==> config.mk <==
export PLATFORM = sky130hd
export DESIGN_NAME = dtc_top
export DESIGN_NICKNAME = d
export VERILOG_FILES = /design/src/verilog/dtc_pkg.sv /design/src/verilog/dtc_timer_core.sv /design/src/verilog/dtc_top.sv
export SDC_FILE = /design/constraint.sdc
export NUM_CORES = 1
export LEC_CHECK = 0
export ABC_AREA = 1
export BUFFER_PORTS_ARGS = -buffer_cell sky130_fd_sc_hd__buf_2
export CAP_MARGIN = 20
export CORE_MARGIN = 4
export CORE_UTILIZATION = 50
export CTS_CLUSTER_SIZE = 30
export DETAILED_ROUTE_END_ITERATION = 10
export HOLD_SLACK_MARGIN = 0.08
export PLACE_DENSITY = 0.71
export SLEW_MARGIN = 0
export SYNTH_ARGS = -nofsm -noshare
export SYNTH_HDL_FRONTEND = slang
export SYNTH_SLANG_ARGS = --single-unit
==> constraint.sdc <==
create_clock -name mclk_i -period 2.13 [get_ports mclk_i]
set_input_delay 0.213 -clock mclk_i [delete_from_list [all_inputs] [get_ports mclk_i]]
set_output_delay 0.213 -clock mclk_i [all_outputs]
set_load 0.03 [all_outputs]
==> src/verilog/dtc_pkg.sv <==
// package: register map, field layout, reset values and types of the dual timer/counter
package dtc_pkg;
   localparam int ADDR_W = 12;
   // register offsets
   localparam logic [11:0] ADDR_SYS_CFG = 12'h440;
   localparam logic [11:0] ADDR_MODE_CTL = 12'h45C;
   localparam logic [11:0] ADDR_CTL_FLAGS = 12'h410;
   localparam logic [11:0] ADDR_COUNT_LO0 = 12'h450;
   localparam logic [11:0] ADDR_COUNT_HI0 = 12'h451;
   localparam logic [11:0] ADDR_COUNT_LO1 = 12'h452;
   localparam logic [11:0] ADDR_COUNT_HI1 = 12'h453;
   localparam logic [11:0] ADDR_RELOAD_LO0 = 12'h454;
   localparam logic [11:0] ADDR_RELOAD_HI0 = 12'h455;
   localparam logic [11:0] ADDR_RELOAD_LO1 = 12'h456;
   localparam logic [11:0] ADDR_RELOAD_HI1 = 12'h457;
   localparam logic [11:0] ADDR_IRQ_STAT = 12'h458;
   localparam logic [11:0] ADDR_IRQ_MASK = 12'h459;
   // reset values
   localparam logic [7:0] RST_BYTE = 8'h00;
   localparam logic [1:0] RST_PAIR2 = 2'h0;
   localparam logic [5:0] RST_PRESC = 6'h00;
   // field positions
   localparam int PRESC_LSB = 2;
   localparam int CTL_OVF1_BIT = 7;
   localparam int CTL_RUN1_BIT = 6;
   localparam int CTL_OVF0_BIT = 5;
   localparam int CTL_RUN0_BIT = 4;
   // prescaler codes and terminal counts
   localparam logic [1:0] PRESC_DIV4 = 2'h0;
   localparam logic [1:0] PRESC_DIV16 = 2'h1;
   localparam logic [1:0] PRESC_DIV64 = 2'h2;
   localparam logic [5:0] PRESC_LIM4 = 6'h03;
   localparam logic [5:0] PRESC_LIM16 = 6'h0F;
   localparam logic [5:0] PRESC_LIM64 = 6'h3F;
   localparam logic [7:0] BYTE_MAX = 8'hFF;
   localparam logic [15:0] WORD_MAX = 16'hFFFF;

   typedef enum logic [1:0] {
      MODE_RELOAD16 = 2'h0,
      MODE_FREE16 = 2'h1,
      MODE_RELOAD8 = 2'h2,
      MODE_SPLIT8 = 2'h3
   } dtc_mode_type;

   // one nibble of the mode control register
   typedef struct packed {
      logic gate;
      logic ext_sel;
      dtc_mode_type mode;
   } dtc_tcfg_type;

   typedef struct packed {
      logic [7:0] hi;
      logic [7:0] lo;
   } dtc_pair_type;
endpackage

==> src/verilog/dtc_timer_core.sv <==
// one 16-bit timer/counter: count bytes, reload and overflow detection
`timescale 1ns/1ps
module dtc_timer_core (
   // clock and reset
   input wire logic mclk_i,
   input wire logic srst_i,
   // configuration
   input wire dtc_pkg::dtc_mode_type mode_i,
   input wire dtc_pkg::dtc_pair_type reload_i,
   // count events
   input wire logic inc_lo_i,
   input wire logic inc_hi_i,
   // software write of count bytes
   input wire logic wr_lo_i,
   input wire logic wr_hi_i,
   input wire logic [7:0] wdata_i,
   // state
   output dtc_pkg::dtc_pair_type count_o,
   output logic ovf_o,
   output logic ovf_hi_o
);
   import dtc_pkg::*;

   dtc_pair_type count;
   dtc_pair_type next_count;

   //--------------------------------------------------
   // count next state
   //--------------------------------------------------
   always_comb begin
      next_count = count;
      ovf_o = 1'b0;
      ovf_hi_o = 1'b0;
      case (mode_i)
         MODE_RELOAD16, MODE_FREE16: begin
            if (inc_lo_i) begin
               if (count == WORD_MAX) begin
                  ovf_o = 1'b1;
                  next_count = (mode_i == MODE_RELOAD16) ? reload_i : dtc_pair_type'(16'h0000);
               end else begin
                  next_count = dtc_pair_type'(count + 16'h0001);
               end
            end
         end
         MODE_RELOAD8: begin
            if (inc_lo_i) begin
               if (count.lo == BYTE_MAX) begin
                  ovf_o = 1'b1;
                  next_count.lo = reload_i.lo;
               end else begin
                  next_count.lo = count.lo + 8'h01;
               end
            end
         end
         default: begin
            if (inc_lo_i) begin
               ovf_o = (count.lo == BYTE_MAX);
               next_count.lo = count.lo + 8'h01;
            end
            if (inc_hi_i) begin
               ovf_hi_o = (count.hi == BYTE_MAX);
               next_count.hi = count.hi + 8'h01;
            end
         end
      endcase
      if (wr_lo_i) begin
         next_count.lo = wdata_i;
      end
      if (wr_hi_i) begin
         next_count.hi = wdata_i;
      end
   end

   always_ff @(posedge mclk_i) begin
      if (srst_i) begin
         count <= dtc_pair_type'({RST_BYTE, RST_BYTE});
      end else begin
         count <= next_count;
      end
   end

   assign count_o = count;
endmodule

==> src/verilog/dtc_top.sv <==
// top: register port, prescaler, pin sampling, overflow flags and interrupt of two timers
//
// Design decision made here: the plain strobed port.
`timescale 1ns/1ps
module dtc_top (
   // clock and reset
   input wire logic mclk_i,
   input wire logic srst_i,
   // register port
   input wire logic [dtc_pkg::ADDR_W-1:0] reg_addr_i,
   input wire logic [7:0] reg_wdata_i,
   input wire logic reg_wr_i,
   input wire logic reg_rd_i,
   output logic [7:0] reg_rdata_o,
   // pins
   input wire logic [1:0] ext_interrupt_pin_i,
   input wire logic [1:0] ext_count_pin_i,
   input wire logic [1:0] vector_ack_i,
   // flags and interrupt
   output logic [1:0] overflow_flag_o,
   output logic irq_o
);
   import dtc_pkg::*;

   logic [7:0] sys_cfg;
   logic [7:0] next_sys_cfg;
   logic [7:0] mode_ctl;
   logic [7:0] next_mode_ctl;
   logic [1:0] run_bit;
   logic [1:0] next_run_bit;
   logic [1:0] ovf_flag;
   logic [1:0] next_ovf_flag;
   dtc_pair_type reload [0:1];
   dtc_pair_type next_reload [0:1];
   logic [1:0] irq_stat;
   logic [1:0] next_irq_stat;
   logic [1:0] irq_mask;
   logic [1:0] next_irq_mask;
   logic [7:0] next_rdata;
   logic ctl_wr;
   logic [1:0] wr_lo;
   logic [1:0] wr_hi;

   logic [1:0] presc_code;
   logic [5:0] presc_lim;
   logic [5:0] presc_cnt;
   logic [5:0] next_presc_cnt;
   logic tick;
   logic next_tick;
   logic sample_ph;
   logic next_sample_ph;
   logic [1:0] ext_samp;
   logic [1:0] next_ext_samp;
   logic [1:0] ext_fall;
   logic [1:0] next_ext_fall;

   dtc_tcfg_type cfg0;
   dtc_tcfg_type cfg1;
   dtc_pair_type count0;
   dtc_pair_type count1;
   logic t0_split;
   logic t1_hold;
   logic gate_ok0;
   logic gate_ok1;
   logic inc0_lo;
   logic inc0_hi;
   logic inc1;
   logic ovf0;
   logic ovf0_hi;
   logic ovf1;
   logic [1:0] ovf_evt;

   //--------------------------------------------------
   // register writes
   //--------------------------------------------------
   always_comb begin
      next_sys_cfg = sys_cfg;
      next_mode_ctl = mode_ctl;
      next_run_bit = run_bit;
      next_reload = reload;
      next_irq_mask = irq_mask;
      ctl_wr = 1'b0;
      wr_lo = 2'h0;
      wr_hi = 2'h0;
      if (reg_wr_i) begin
         if (reg_addr_i == ADDR_SYS_CFG) begin
            next_sys_cfg = reg_wdata_i;
         end else if (reg_addr_i == ADDR_MODE_CTL) begin
            next_mode_ctl = reg_wdata_i;
         end else if (reg_addr_i == ADDR_CTL_FLAGS) begin
            ctl_wr = 1'b1;
            next_run_bit = {reg_wdata_i[CTL_RUN1_BIT], reg_wdata_i[CTL_RUN0_BIT]};
         end else if (reg_addr_i == ADDR_COUNT_LO0) begin
            wr_lo[0] = 1'b1;
         end else if (reg_addr_i == ADDR_COUNT_HI0) begin
            wr_hi[0] = 1'b1;
         end else if (reg_addr_i == ADDR_COUNT_LO1) begin
            wr_lo[1] = 1'b1;
         end else if (reg_addr_i == ADDR_COUNT_HI1) begin
            wr_hi[1] = 1'b1;
         end else if (reg_addr_i == ADDR_RELOAD_LO0) begin
            next_reload[0].lo = reg_wdata_i;
         end else if (reg_addr_i == ADDR_RELOAD_HI0) begin
            next_reload[0].hi = reg_wdata_i;
         end else if (reg_addr_i == ADDR_RELOAD_LO1) begin
            next_reload[1].lo = reg_wdata_i;
         end else if (reg_addr_i == ADDR_RELOAD_HI1) begin
            next_reload[1].hi = reg_wdata_i;
         end else if (reg_addr_i == ADDR_IRQ_MASK) begin
            next_irq_mask = reg_wdata_i[1:0];
         end
      end
   end

   //--------------------------------------------------
   // flags and interrupt status
   //--------------------------------------------------
   always_comb begin
      next_ovf_flag = ovf_flag;
      if (ctl_wr) begin
         next_ovf_flag = {reg_wdata_i[CTL_OVF1_BIT], reg_wdata_i[CTL_OVF0_BIT]};
      end
      next_ovf_flag = next_ovf_flag & ~vector_ack_i;
      next_ovf_flag = next_ovf_flag | ovf_evt;
      next_irq_stat = irq_stat;
      if (reg_rd_i && reg_addr_i == ADDR_IRQ_STAT) begin
         next_irq_stat = 2'h0;
      end
      next_irq_stat = next_irq_stat | ovf_evt;
   end

   //--------------------------------------------------
   // read data, one cycle after the strobe
   //--------------------------------------------------
   always_comb begin
      next_rdata = RST_BYTE;
      if (reg_rd_i) begin
         if (reg_addr_i == ADDR_SYS_CFG) begin
            next_rdata = sys_cfg;
         end else if (reg_addr_i == ADDR_MODE_CTL) begin
            next_rdata = mode_ctl;
         end else if (reg_addr_i == ADDR_CTL_FLAGS) begin
            next_rdata = {ovf_flag[1], run_bit[1], ovf_flag[0], run_bit[0], 4'h0};
         end else if (reg_addr_i == ADDR_COUNT_LO0) begin
            next_rdata = count0.lo;
         end else if (reg_addr_i == ADDR_COUNT_HI0) begin
            next_rdata = count0.hi;
         end else if (reg_addr_i == ADDR_COUNT_LO1) begin
            next_rdata = count1.lo;
         end else if (reg_addr_i == ADDR_COUNT_HI1) begin
            next_rdata = count1.hi;
         end else if (reg_addr_i == ADDR_RELOAD_LO0) begin
            next_rdata = reload[0].lo;
         end else if (reg_addr_i == ADDR_RELOAD_HI0) begin
            next_rdata = reload[0].hi;
         end else if (reg_addr_i == ADDR_RELOAD_LO1) begin
            next_rdata = reload[1].lo;
         end else if (reg_addr_i == ADDR_RELOAD_HI1) begin
            next_rdata = reload[1].hi;
         end else if (reg_addr_i == ADDR_IRQ_STAT) begin
            next_rdata = {6'h00, irq_stat};
         end else if (reg_addr_i == ADDR_IRQ_MASK) begin
            next_rdata = {6'h00, irq_mask};
         end
      end
   end

   //--------------------------------------------------
   // prescaler and count pin sampling
   //--------------------------------------------------
   assign presc_code = sys_cfg[PRESC_LSB +: 2];

   always_comb begin
      case (presc_code)
         PRESC_DIV16: presc_lim = PRESC_LIM16;
         PRESC_DIV64: presc_lim = PRESC_LIM64;
         default: presc_lim = PRESC_LIM4;
      endcase
      next_tick = (presc_cnt >= presc_lim);
      next_presc_cnt = (presc_cnt >= presc_lim) ? RST_PRESC : presc_cnt + 6'h01;
      // pins looked at every second clock
      next_sample_ph = ~sample_ph;
      next_ext_samp = sample_ph ? ext_count_pin_i : ext_samp;
      next_ext_fall = sample_ph ? (ext_samp & ~ext_count_pin_i) : 2'h0;
   end

   //--------------------------------------------------
   // registers
   //--------------------------------------------------
   always_ff @(posedge mclk_i) begin
      if (srst_i) begin
         sys_cfg <= RST_BYTE;
         mode_ctl <= RST_BYTE;
         run_bit <= RST_PAIR2;
         ovf_flag <= RST_PAIR2;
         reload[0] <= dtc_pair_type'({RST_BYTE, RST_BYTE});
         reload[1] <= dtc_pair_type'({RST_BYTE, RST_BYTE});
         irq_stat <= RST_PAIR2;
         irq_mask <= RST_PAIR2;
         reg_rdata_o <= RST_BYTE;
         presc_cnt <= RST_PRESC;
         tick <= 1'b0;
         sample_ph <= 1'b0;
         ext_samp <= RST_PAIR2;
         ext_fall <= RST_PAIR2;
      end else begin
         sys_cfg <= next_sys_cfg;
         mode_ctl <= next_mode_ctl;
         run_bit <= next_run_bit;
         ovf_flag <= next_ovf_flag;
         reload <= next_reload;
         irq_stat <= next_irq_stat;
         irq_mask <= next_irq_mask;
         reg_rdata_o <= next_rdata;
         presc_cnt <= next_presc_cnt;
         tick <= next_tick;
         sample_ph <= next_sample_ph;
         ext_samp <= next_ext_samp;
         ext_fall <= next_ext_fall;
      end
   end

   //--------------------------------------------------
   // count enables
   //--------------------------------------------------
   assign cfg0 = dtc_tcfg_type'(mode_ctl[3:0]);
   assign cfg1 = dtc_tcfg_type'(mode_ctl[7:4]);
   assign t0_split = (cfg0.mode == MODE_SPLIT8);
   assign t1_hold = (cfg1.mode == MODE_SPLIT8);
   assign gate_ok0 = run_bit[0] & (~cfg0.gate | ext_interrupt_pin_i[0]);
   assign gate_ok1 = run_bit[1] & (~cfg1.gate | ext_interrupt_pin_i[1]);
   assign inc0_lo = gate_ok0 & (cfg0.ext_sel ? ext_fall[0] : tick);
   // split high byte: internal tick, timer 1 run bit
   assign inc0_hi = t0_split & run_bit[1] & tick;
   // with timer 0 split, timer 1 runs whenever it is out of its own split mode
   assign inc1 = ~t1_hold & (t0_split | gate_ok1) & (cfg1.ext_sel ? ext_fall[1] : tick);
   assign ovf_evt = {(t0_split ? ovf0_hi : ovf1), ovf0};

   dtc_timer_core u_timer0 (
      .mclk_i(mclk_i),
      .srst_i(srst_i),
      .mode_i(cfg0.mode),
      .reload_i(reload[0]),
      .inc_lo_i(inc0_lo),
      .inc_hi_i(inc0_hi),
      .wr_lo_i(wr_lo[0]),
      .wr_hi_i(wr_hi[0]),
      .wdata_i(reg_wdata_i),
      .count_o(count0),
      .ovf_o(ovf0),
      .ovf_hi_o(ovf0_hi)
   );

   dtc_timer_core u_timer1 (
      .mclk_i(mclk_i),
      .srst_i(srst_i),
      .mode_i(cfg1.mode),
      .reload_i(reload[1]),
      .inc_lo_i(inc1),
      .inc_hi_i(1'b0),
      .wr_lo_i(wr_lo[1]),
      .wr_hi_i(wr_hi[1]),
      .wdata_i(reg_wdata_i),
      .count_o(count1),
      .ovf_o(ovf1),
      .ovf_hi_o()
   );

   assign overflow_flag_o = ovf_flag;
   assign irq_o = |(irq_stat & irq_mask);
endmodule

Word-level counts from Yosys, hierarchy flattened
Index checks and enable logic that the tools add are counted.

storage, ports and cells
  flip-flop bits (word level) = 108
  latch bits = 0
  memory bits (writable) = 0
  memory bits (read-only) = 0
  bits of input ports = 30
  output and inout port bits = 11
  word-level logic and storage cells = 188
  memories = 0

cells by class
  add/subtract/negate cells = 6
  multiply operators = 0
  divide/modulo/power cells = 0
  order comparisons = 1
  equal/unequal tests = 28
  shift-type cells = 0
  muxes and demuxes = 75
  bitwise gates (word level) = 33
  reductions and logical operators = 25

operators by type and width
  kind                   count
  $mux 8                 23
  $eq 12x11->1 const B   13
  $mux 16                6
  $pmux 8 s2             3
  $add 16x1->16 const B  2
  $eq 16x16->1 const B   2
  $mux 1                 27
  $mux 2                 13
  $add 8x1->8 const B    3
  $eq 8x8->1 const B     3
  $not 1->1              16
  $reduce_and 13->1      1
  $pmux 6 s2             1
  $reduce_and 12->1      1
  $reduce_or 2->1        6
  $reduce_and 11->1      1
  $eq 2x2->1 const B     5
  $reduce_and 10->1      1
  $reduce_and 9->1       1
  $reduce_bool 2->1      4
  $and 1x1->1            7
  $add 6x1->6 const B    1
  $and 2x2->2            3
  $eq 2x1->1 const B     3
  14 further kinds       22

Depth between registers and ports, before layout
  depth in word-level cells = 14
  mapped depth = 14
  depth with buffers taken out = 14

By module
A second synthesis with hierarchy kept.

second synthesis, totals
  cells, all modules = 1074
  area, all modules = 6871.6 µm²

by module, submodules not included
  module          instances  cells an instance  area an instance (µm²)  sequential area each (µm²)
  dtc_top         1          574                3931.3                  1521.5
  dtc_timer_core  2          250                1470.2                  320.3

Least setup slack after synthesis
No wires, ideal clock.

  path kind = reg-to-reg
  start = register sys_cfg[2]
  end = register presc_cnt[2]
  library setup time = 0.080 ns
  data arrival time = 1.711 ns
  data required time = 2.050 ns
  setup slack = 0.339 ns
  cell stages (with the launch flop) = 11
  path buffers = 0
  clock period less this slack = 1.791 ns
  cell sequence = dfxtp_1 -> inv_1 -> ha_1 -> ha_1 -> a21oi_1 -> nor2_1 -> o21ai_0 -> nand2_1 -> a21oi_1 -> nand2_1 -> nor3b_1

between the ends
  cells in the longest elaborated chain, start to end = 4
  elaborated cells on any way between the ends = 5
  those cells by class = 1 x order compare; 2 x eq/ne; 1 x mux; 1 x reduce/logical

RTL lines
  what                                             line            RTL
  start: declaration                               dtc_top.sv:25   logic [7:0] sys_cfg;
  start signal: assignment                         dtc_top.sv:207  sys_cfg <= next_sys_cfg;
  $eq 2x2->1 / $eq 2x1->1 (equally long branches)  dtc_top.sv:174  case (presc_code)
  $pmux 6 s2 *                                     dtc_top.sv:174
  $ge 6x6->1 *                                     dtc_top.sv:180  next_presc_cnt = (presc_cnt >= presc_lim) ? RST_PRESC : presc_cnt + 6'h01;
  $reduce_or 2->1 (no source line) *               -
  end signal: assignment                           dtc_top.sv:215  presc_cnt <= next_presc_cnt;
  end: declaration                                 dtc_top.sv:46   logic [5:0] presc_cnt;

Every way passes the cells marked *; elsewhere a longest branch is shown, timed or not.
A chain may end at the register's enable or synchronous reset.

Final worst setup path
  start = register u_timer1.count, in the netlist u_timer1.count_o[1]
  end = register u_timer1.count, in the netlist u_timer1.count_o[2]

between the ends
  cells in the longest elaborated chain, start to end = 5
  elaborated cells on any way between the ends = 11
  those cells by class = 2 x add/sub; 2 x eq/ne; 7 x mux

RTL lines
  what                                      line                                        RTL
  start: declaration                        dtc_timer_core.sv:24                        dtc_pair_type count;
  start signal: assignment                  dtc_timer_core.sv:76                        count <= dtc_pair_type'({RST_BYTE, RST_BYTE});
  start signal: assignment                  dtc_timer_core.sv:78                        count <= next_count;
  $add 16x1->16 (tied with other cells)     dtc_timer_core.sv:41                        next_count = dtc_pair_type'(count + 16'h0001);
  $mux 16 / $mux 8 (equally long branches)  dtc_timer_core.sv:37, dtc_timer_core.sv:47
  $mux 16 / $mux 8 (equally long branches)  dtc_timer_core.sv:36, dtc_timer_core.sv:46
  $pmux 8 s2 *                              dtc_timer_core.sv:34                        case (mode_i)
  $mux 8 *                                  dtc_timer_core.sv:66                        if (wr_lo_i) begin

Every way passes the cells marked *; elsewhere a longest branch is shown, timed or not. The select of a mux whose other input is x is not followed.

==> results.md <==
Global route:
- In the global route stage, overall resource usage came out at 0.298.
- The first-pass GRT wire length is roughly 34000 µm.
- The pin count of the biggest net entering global routing is 51.
- The number of antenna violations at the first check in global routing is 0.
- After global routing the overflow that remains totals 0.
- The number of global-route vias before repair is approximately 6300.

Yosys:
- The share of the Yosys chip area taken by registers is 0.328.
- In the synthesized netlist the async set-or-reset flop fraction comes to 0.
- The count of flip-flops with a built-in enable after synthesis is 0.
- The post-synthesis cell area is approximately 6600 µm².
- In the post-synthesis netlist, the biggest area contributors are dfxtp_1 (33%), nand2_1 (12%), inv_1 (9.1%).
- In the synthesized netlist, the cells that appear most often are nand2_1 (206), inv_1 (159), nor2_1 (114), dfxtp_1 (108), a21oi_1 (91).
- After technology mapping, the gate count stands at 1014.
- The primary flip-flop cell chosen by synthesis mapping is dfxtp_1.
- The number of nets in the synthesized netlist is 1053.
- The cell type with the highest aggregate area in the netlist is dfxtp_1.
- Of the post-synthesis cell area, the dominant cell type holds 0.328.
- The number of distinct standard cells referenced by the synthesized netlist is 44.
- A synthesized cell averages approximately 6.5 µm².
- The warning count from the yosys run is 0.
- The number of synthesized register bits is 108.
- The leading cell type by number of instances after synthesis is nand2_1.

Timing:
- Timing would allow up to 0.514 GHz.
- The total count of hold-check failures in the final report is 0.
- Setup repair after global routing could not meet its margin everywhere.
- After layout, the minimum clock period comes to between 1500 and 2000 ps.
- Of the available clock period, the critical path in the final layout requires 0.914.
- The number of endpoints failing setup at the final stage is 0.
- The pin slew with the least headroom to its limit is ~650 ps.
- The worst clock skew is 8.42 ps.
- The final max-slew violation count was 0.
- The worst pin sits at a relative slew slack of 0.568.

Power and ir drop:
- For this design the static power due to leakage is between 3 and 4 nW.
- Total power for the finished layout comes to 4.16 mW.
- The worst IR drop on VDD is 391 µV.
- Dividing total power by cell area gives a power density of 555 nW/µm².

Die:
- The number of placement rows is 41.
- 41 I/O pins were placed.
- The floorplan core area is between 10000 and 15000 µm².
- The die is 123 µm tall.
- The initial utilization of the core area, before any placement, comes to 0.516.
- The die covers approximately 15000 µm².
- The die is between 100 and 150 µm wide.

Routing:
- The starting DRC count in detailed routing is ~790.
- For this run, design rule violations remaining after detail routing come to 0.
- For this run, the detailed router's first-pass iteration total came to 5.
- After detailed routing, the total wire length is 22000 µm.
- Dividing the detail-routed wire length by the instance count gives 17.6 µm.
- The number of vias after detailed routing is between 7000 and 8000.
- The final antenna-violating net count is 0.
- After detailed routing, the number of vias per cell comes to 5.58.

Flow run:
- The count of max-cap constraint violations is 0.

Cells and area:
- The share of post-route cells with drive strength above 1 is 0.135.
- Summing all multi-input logic gate instances after layout gives 3720 µm².
- The sequential cells in the finished layout cover a total of 2160 µm².
- The final layout net count is 1116.
- The area growth from synthesis to layout is 14.0%.
- The number of antenna diodes in the final layout is 0.
- Once layout is complete, the utilization of the core stands at 0.588.
- Fill cells in the final layout number 1277.

Clocking:
- TritonCTS built the clock tree.
- The clock transition at the registers of the reported paths is 80 ps.
- Counting every sink on the clock net gives 108.
- The cell sitting at the root of the clock tree is a clkbuf_16.
- At the later pin of the worst-skew pair, clock insertion delay measures 370 ps.
- No sink is reached through more buffers than the 2 on the longest clock path.
- Clock tree synthesis inserted a total of 9 buffers.
- CTS built an H-tree with a depth of 3.

Min path:
- The class of the tightest hold or removal check is in -> reg.
- The startpoint identified for the worst hold timing path is vector_ack_i[1].

Critical path:
- The maximum fanout encountered on the critical timing path is 5.
- In this run the worst setup path begins at u_timer1.count_o[1]$_SDFFE_PP0P_.
- At the worst endpoint, the required time is 2430 ps.
- The worst endpoint data arrival time is 2250 ps.
- The worst setup path is launched from a flop.
- The internal reg-to-reg setup slack is roughly 180 ps.
- The startpoint identified for the worst register-to-register timing path is u_timer1.count_o[1]$_SDFFE_PP0P_.
- The worst setup path is captured at a flop.
- The critical path in this run is classified as reg -> reg.

Placed design:
- Routability-driven placement finished with a final weighted congestion of 1.02.
- The count of buffers inserted at the top-level ports is 40.
- The wire-length estimate of the detail-placed layout is 16500 µm.

Status:
- The flow ran to the end, and the final reports show no timing, DRC or antenna violations.
-- per-stage QoR --
step	setup TNS, ps	setup slack (ps)	cells	cell area [µm²]	hold slack, ps
6_report	0	184	1254	7510	122
5_1_grt	-16.3	-16.3	1254	7510	131
4_1_cts	0	81.4	1254	7490	115
3_5_place_dp	0	98.5	1235	7130	403
3_3_place_gp	0	153	1235	7130	396
2_1_floorplan	0	339	1014	6590	290
-- sequential cells by signal (all words and copies together) (netlist names) --
register and flops:
u_timer0.count_o 16, presc_cnt 6, overflow_flag_o 2, run_bit 2
irq_stat 2, sys_cfg 8, tick 1, irq_mask 2
sample_ph 1, ext_samp 2, u_timer1.count_o 16, mode_ctl 8
reload 32, ext_fall 2, reg_rdata_o 8
-- worst paths after layout --
check                           depth (start not counted)                                to
worst max-delay path                                   11  u_timer1.count_o[2]$_SDFFE_PP0P_
worst min-delay path                                    3     overflow_flag_o[1]$_SDFF_PP0_
worst max register to register                         11  u_timer1.count_o[2]$_SDFFE_PP0P_
worst min register to register                          2            ext_fall[0]$_SDFF_PP0_
-- what timing repair did --
item,CTS,global route
endpoints found under the hold margin,3,0
endpoints found under the setup margin,0,16
gates resized for setup,0,5
buffers inserted,0,0
hold buffers,3,0
-- metal layers --
layer  track usage  vias up  part of all wire
met4         0.106        0             0.032
met5             0        -                 0
met1         0.418     3161              0.44
met3        0.0636       48              0.10
met2         0.453      352              0.43
li1              -     3442                 -
-- cells in the final DEF (no fill, tap or decap), drive strengths merged, types with 9 or more instances in the layout --
| cell type | n |
|---|---|
| ha | 9 |
| nand4 | 19 |
| buf | 73 |
| nand3 | 61 |
| o21ai | 90 |
| o22ai | 19 |
| clkbuf | 9 |
| nor2 | 131 |
| o221ai | 10 |
| a211oi | 10 |
| a21oi | 91 |
| inv | 166 |
| nand2 | 226 |
| xor2 | 15 |
| dfxtp | 108 |
| nor3 | 17 |
-- critical path, cell delays in order, from the launching register on --
cell	delay, ps
dfxtp_1	400
ha_1	220
nand3_2	130
nor2_4	180
nand2_2	100
nor3_4	190
nand3_1	120
nand2_2	120
nand2_1	90
o21ai_0	190
nor2_1	60
nor2_1	80
-- kinds of logic after synthesis --
kind of cell,count (synthesis),synth area share
AOI/OAI and AO/OA,236,0.208
xor gates and xnor gates,17,0.0226
adders and majority gates,9,0.0171
buffers and inverters,187,0.111
DFF,108,0.328
and+or+nand+nor,457,0.314
-- area by class of cell --
| cell class | instances | area share |
|---|---|---|
| multi-input combinational | 719 | 0.495 |
| inverter | 163 | 0.0815 |
| clock buffer | 9 | 0.0300 |
| sequential | 108 | 0.288 |
| clock inverter | 7 | 0.0130 |
| tap | 172 | 0.0287 |
| timing repair buffer | 76 | 0.0637 |
-- power by group --
part	switching (mW)	internal (mW)
Sequential	0.0138	2.04
Clock	0.880	0.955
Combinational	0.203	0.0771
Total	1.10	3.07
Power figures use the tool's default switching activity.
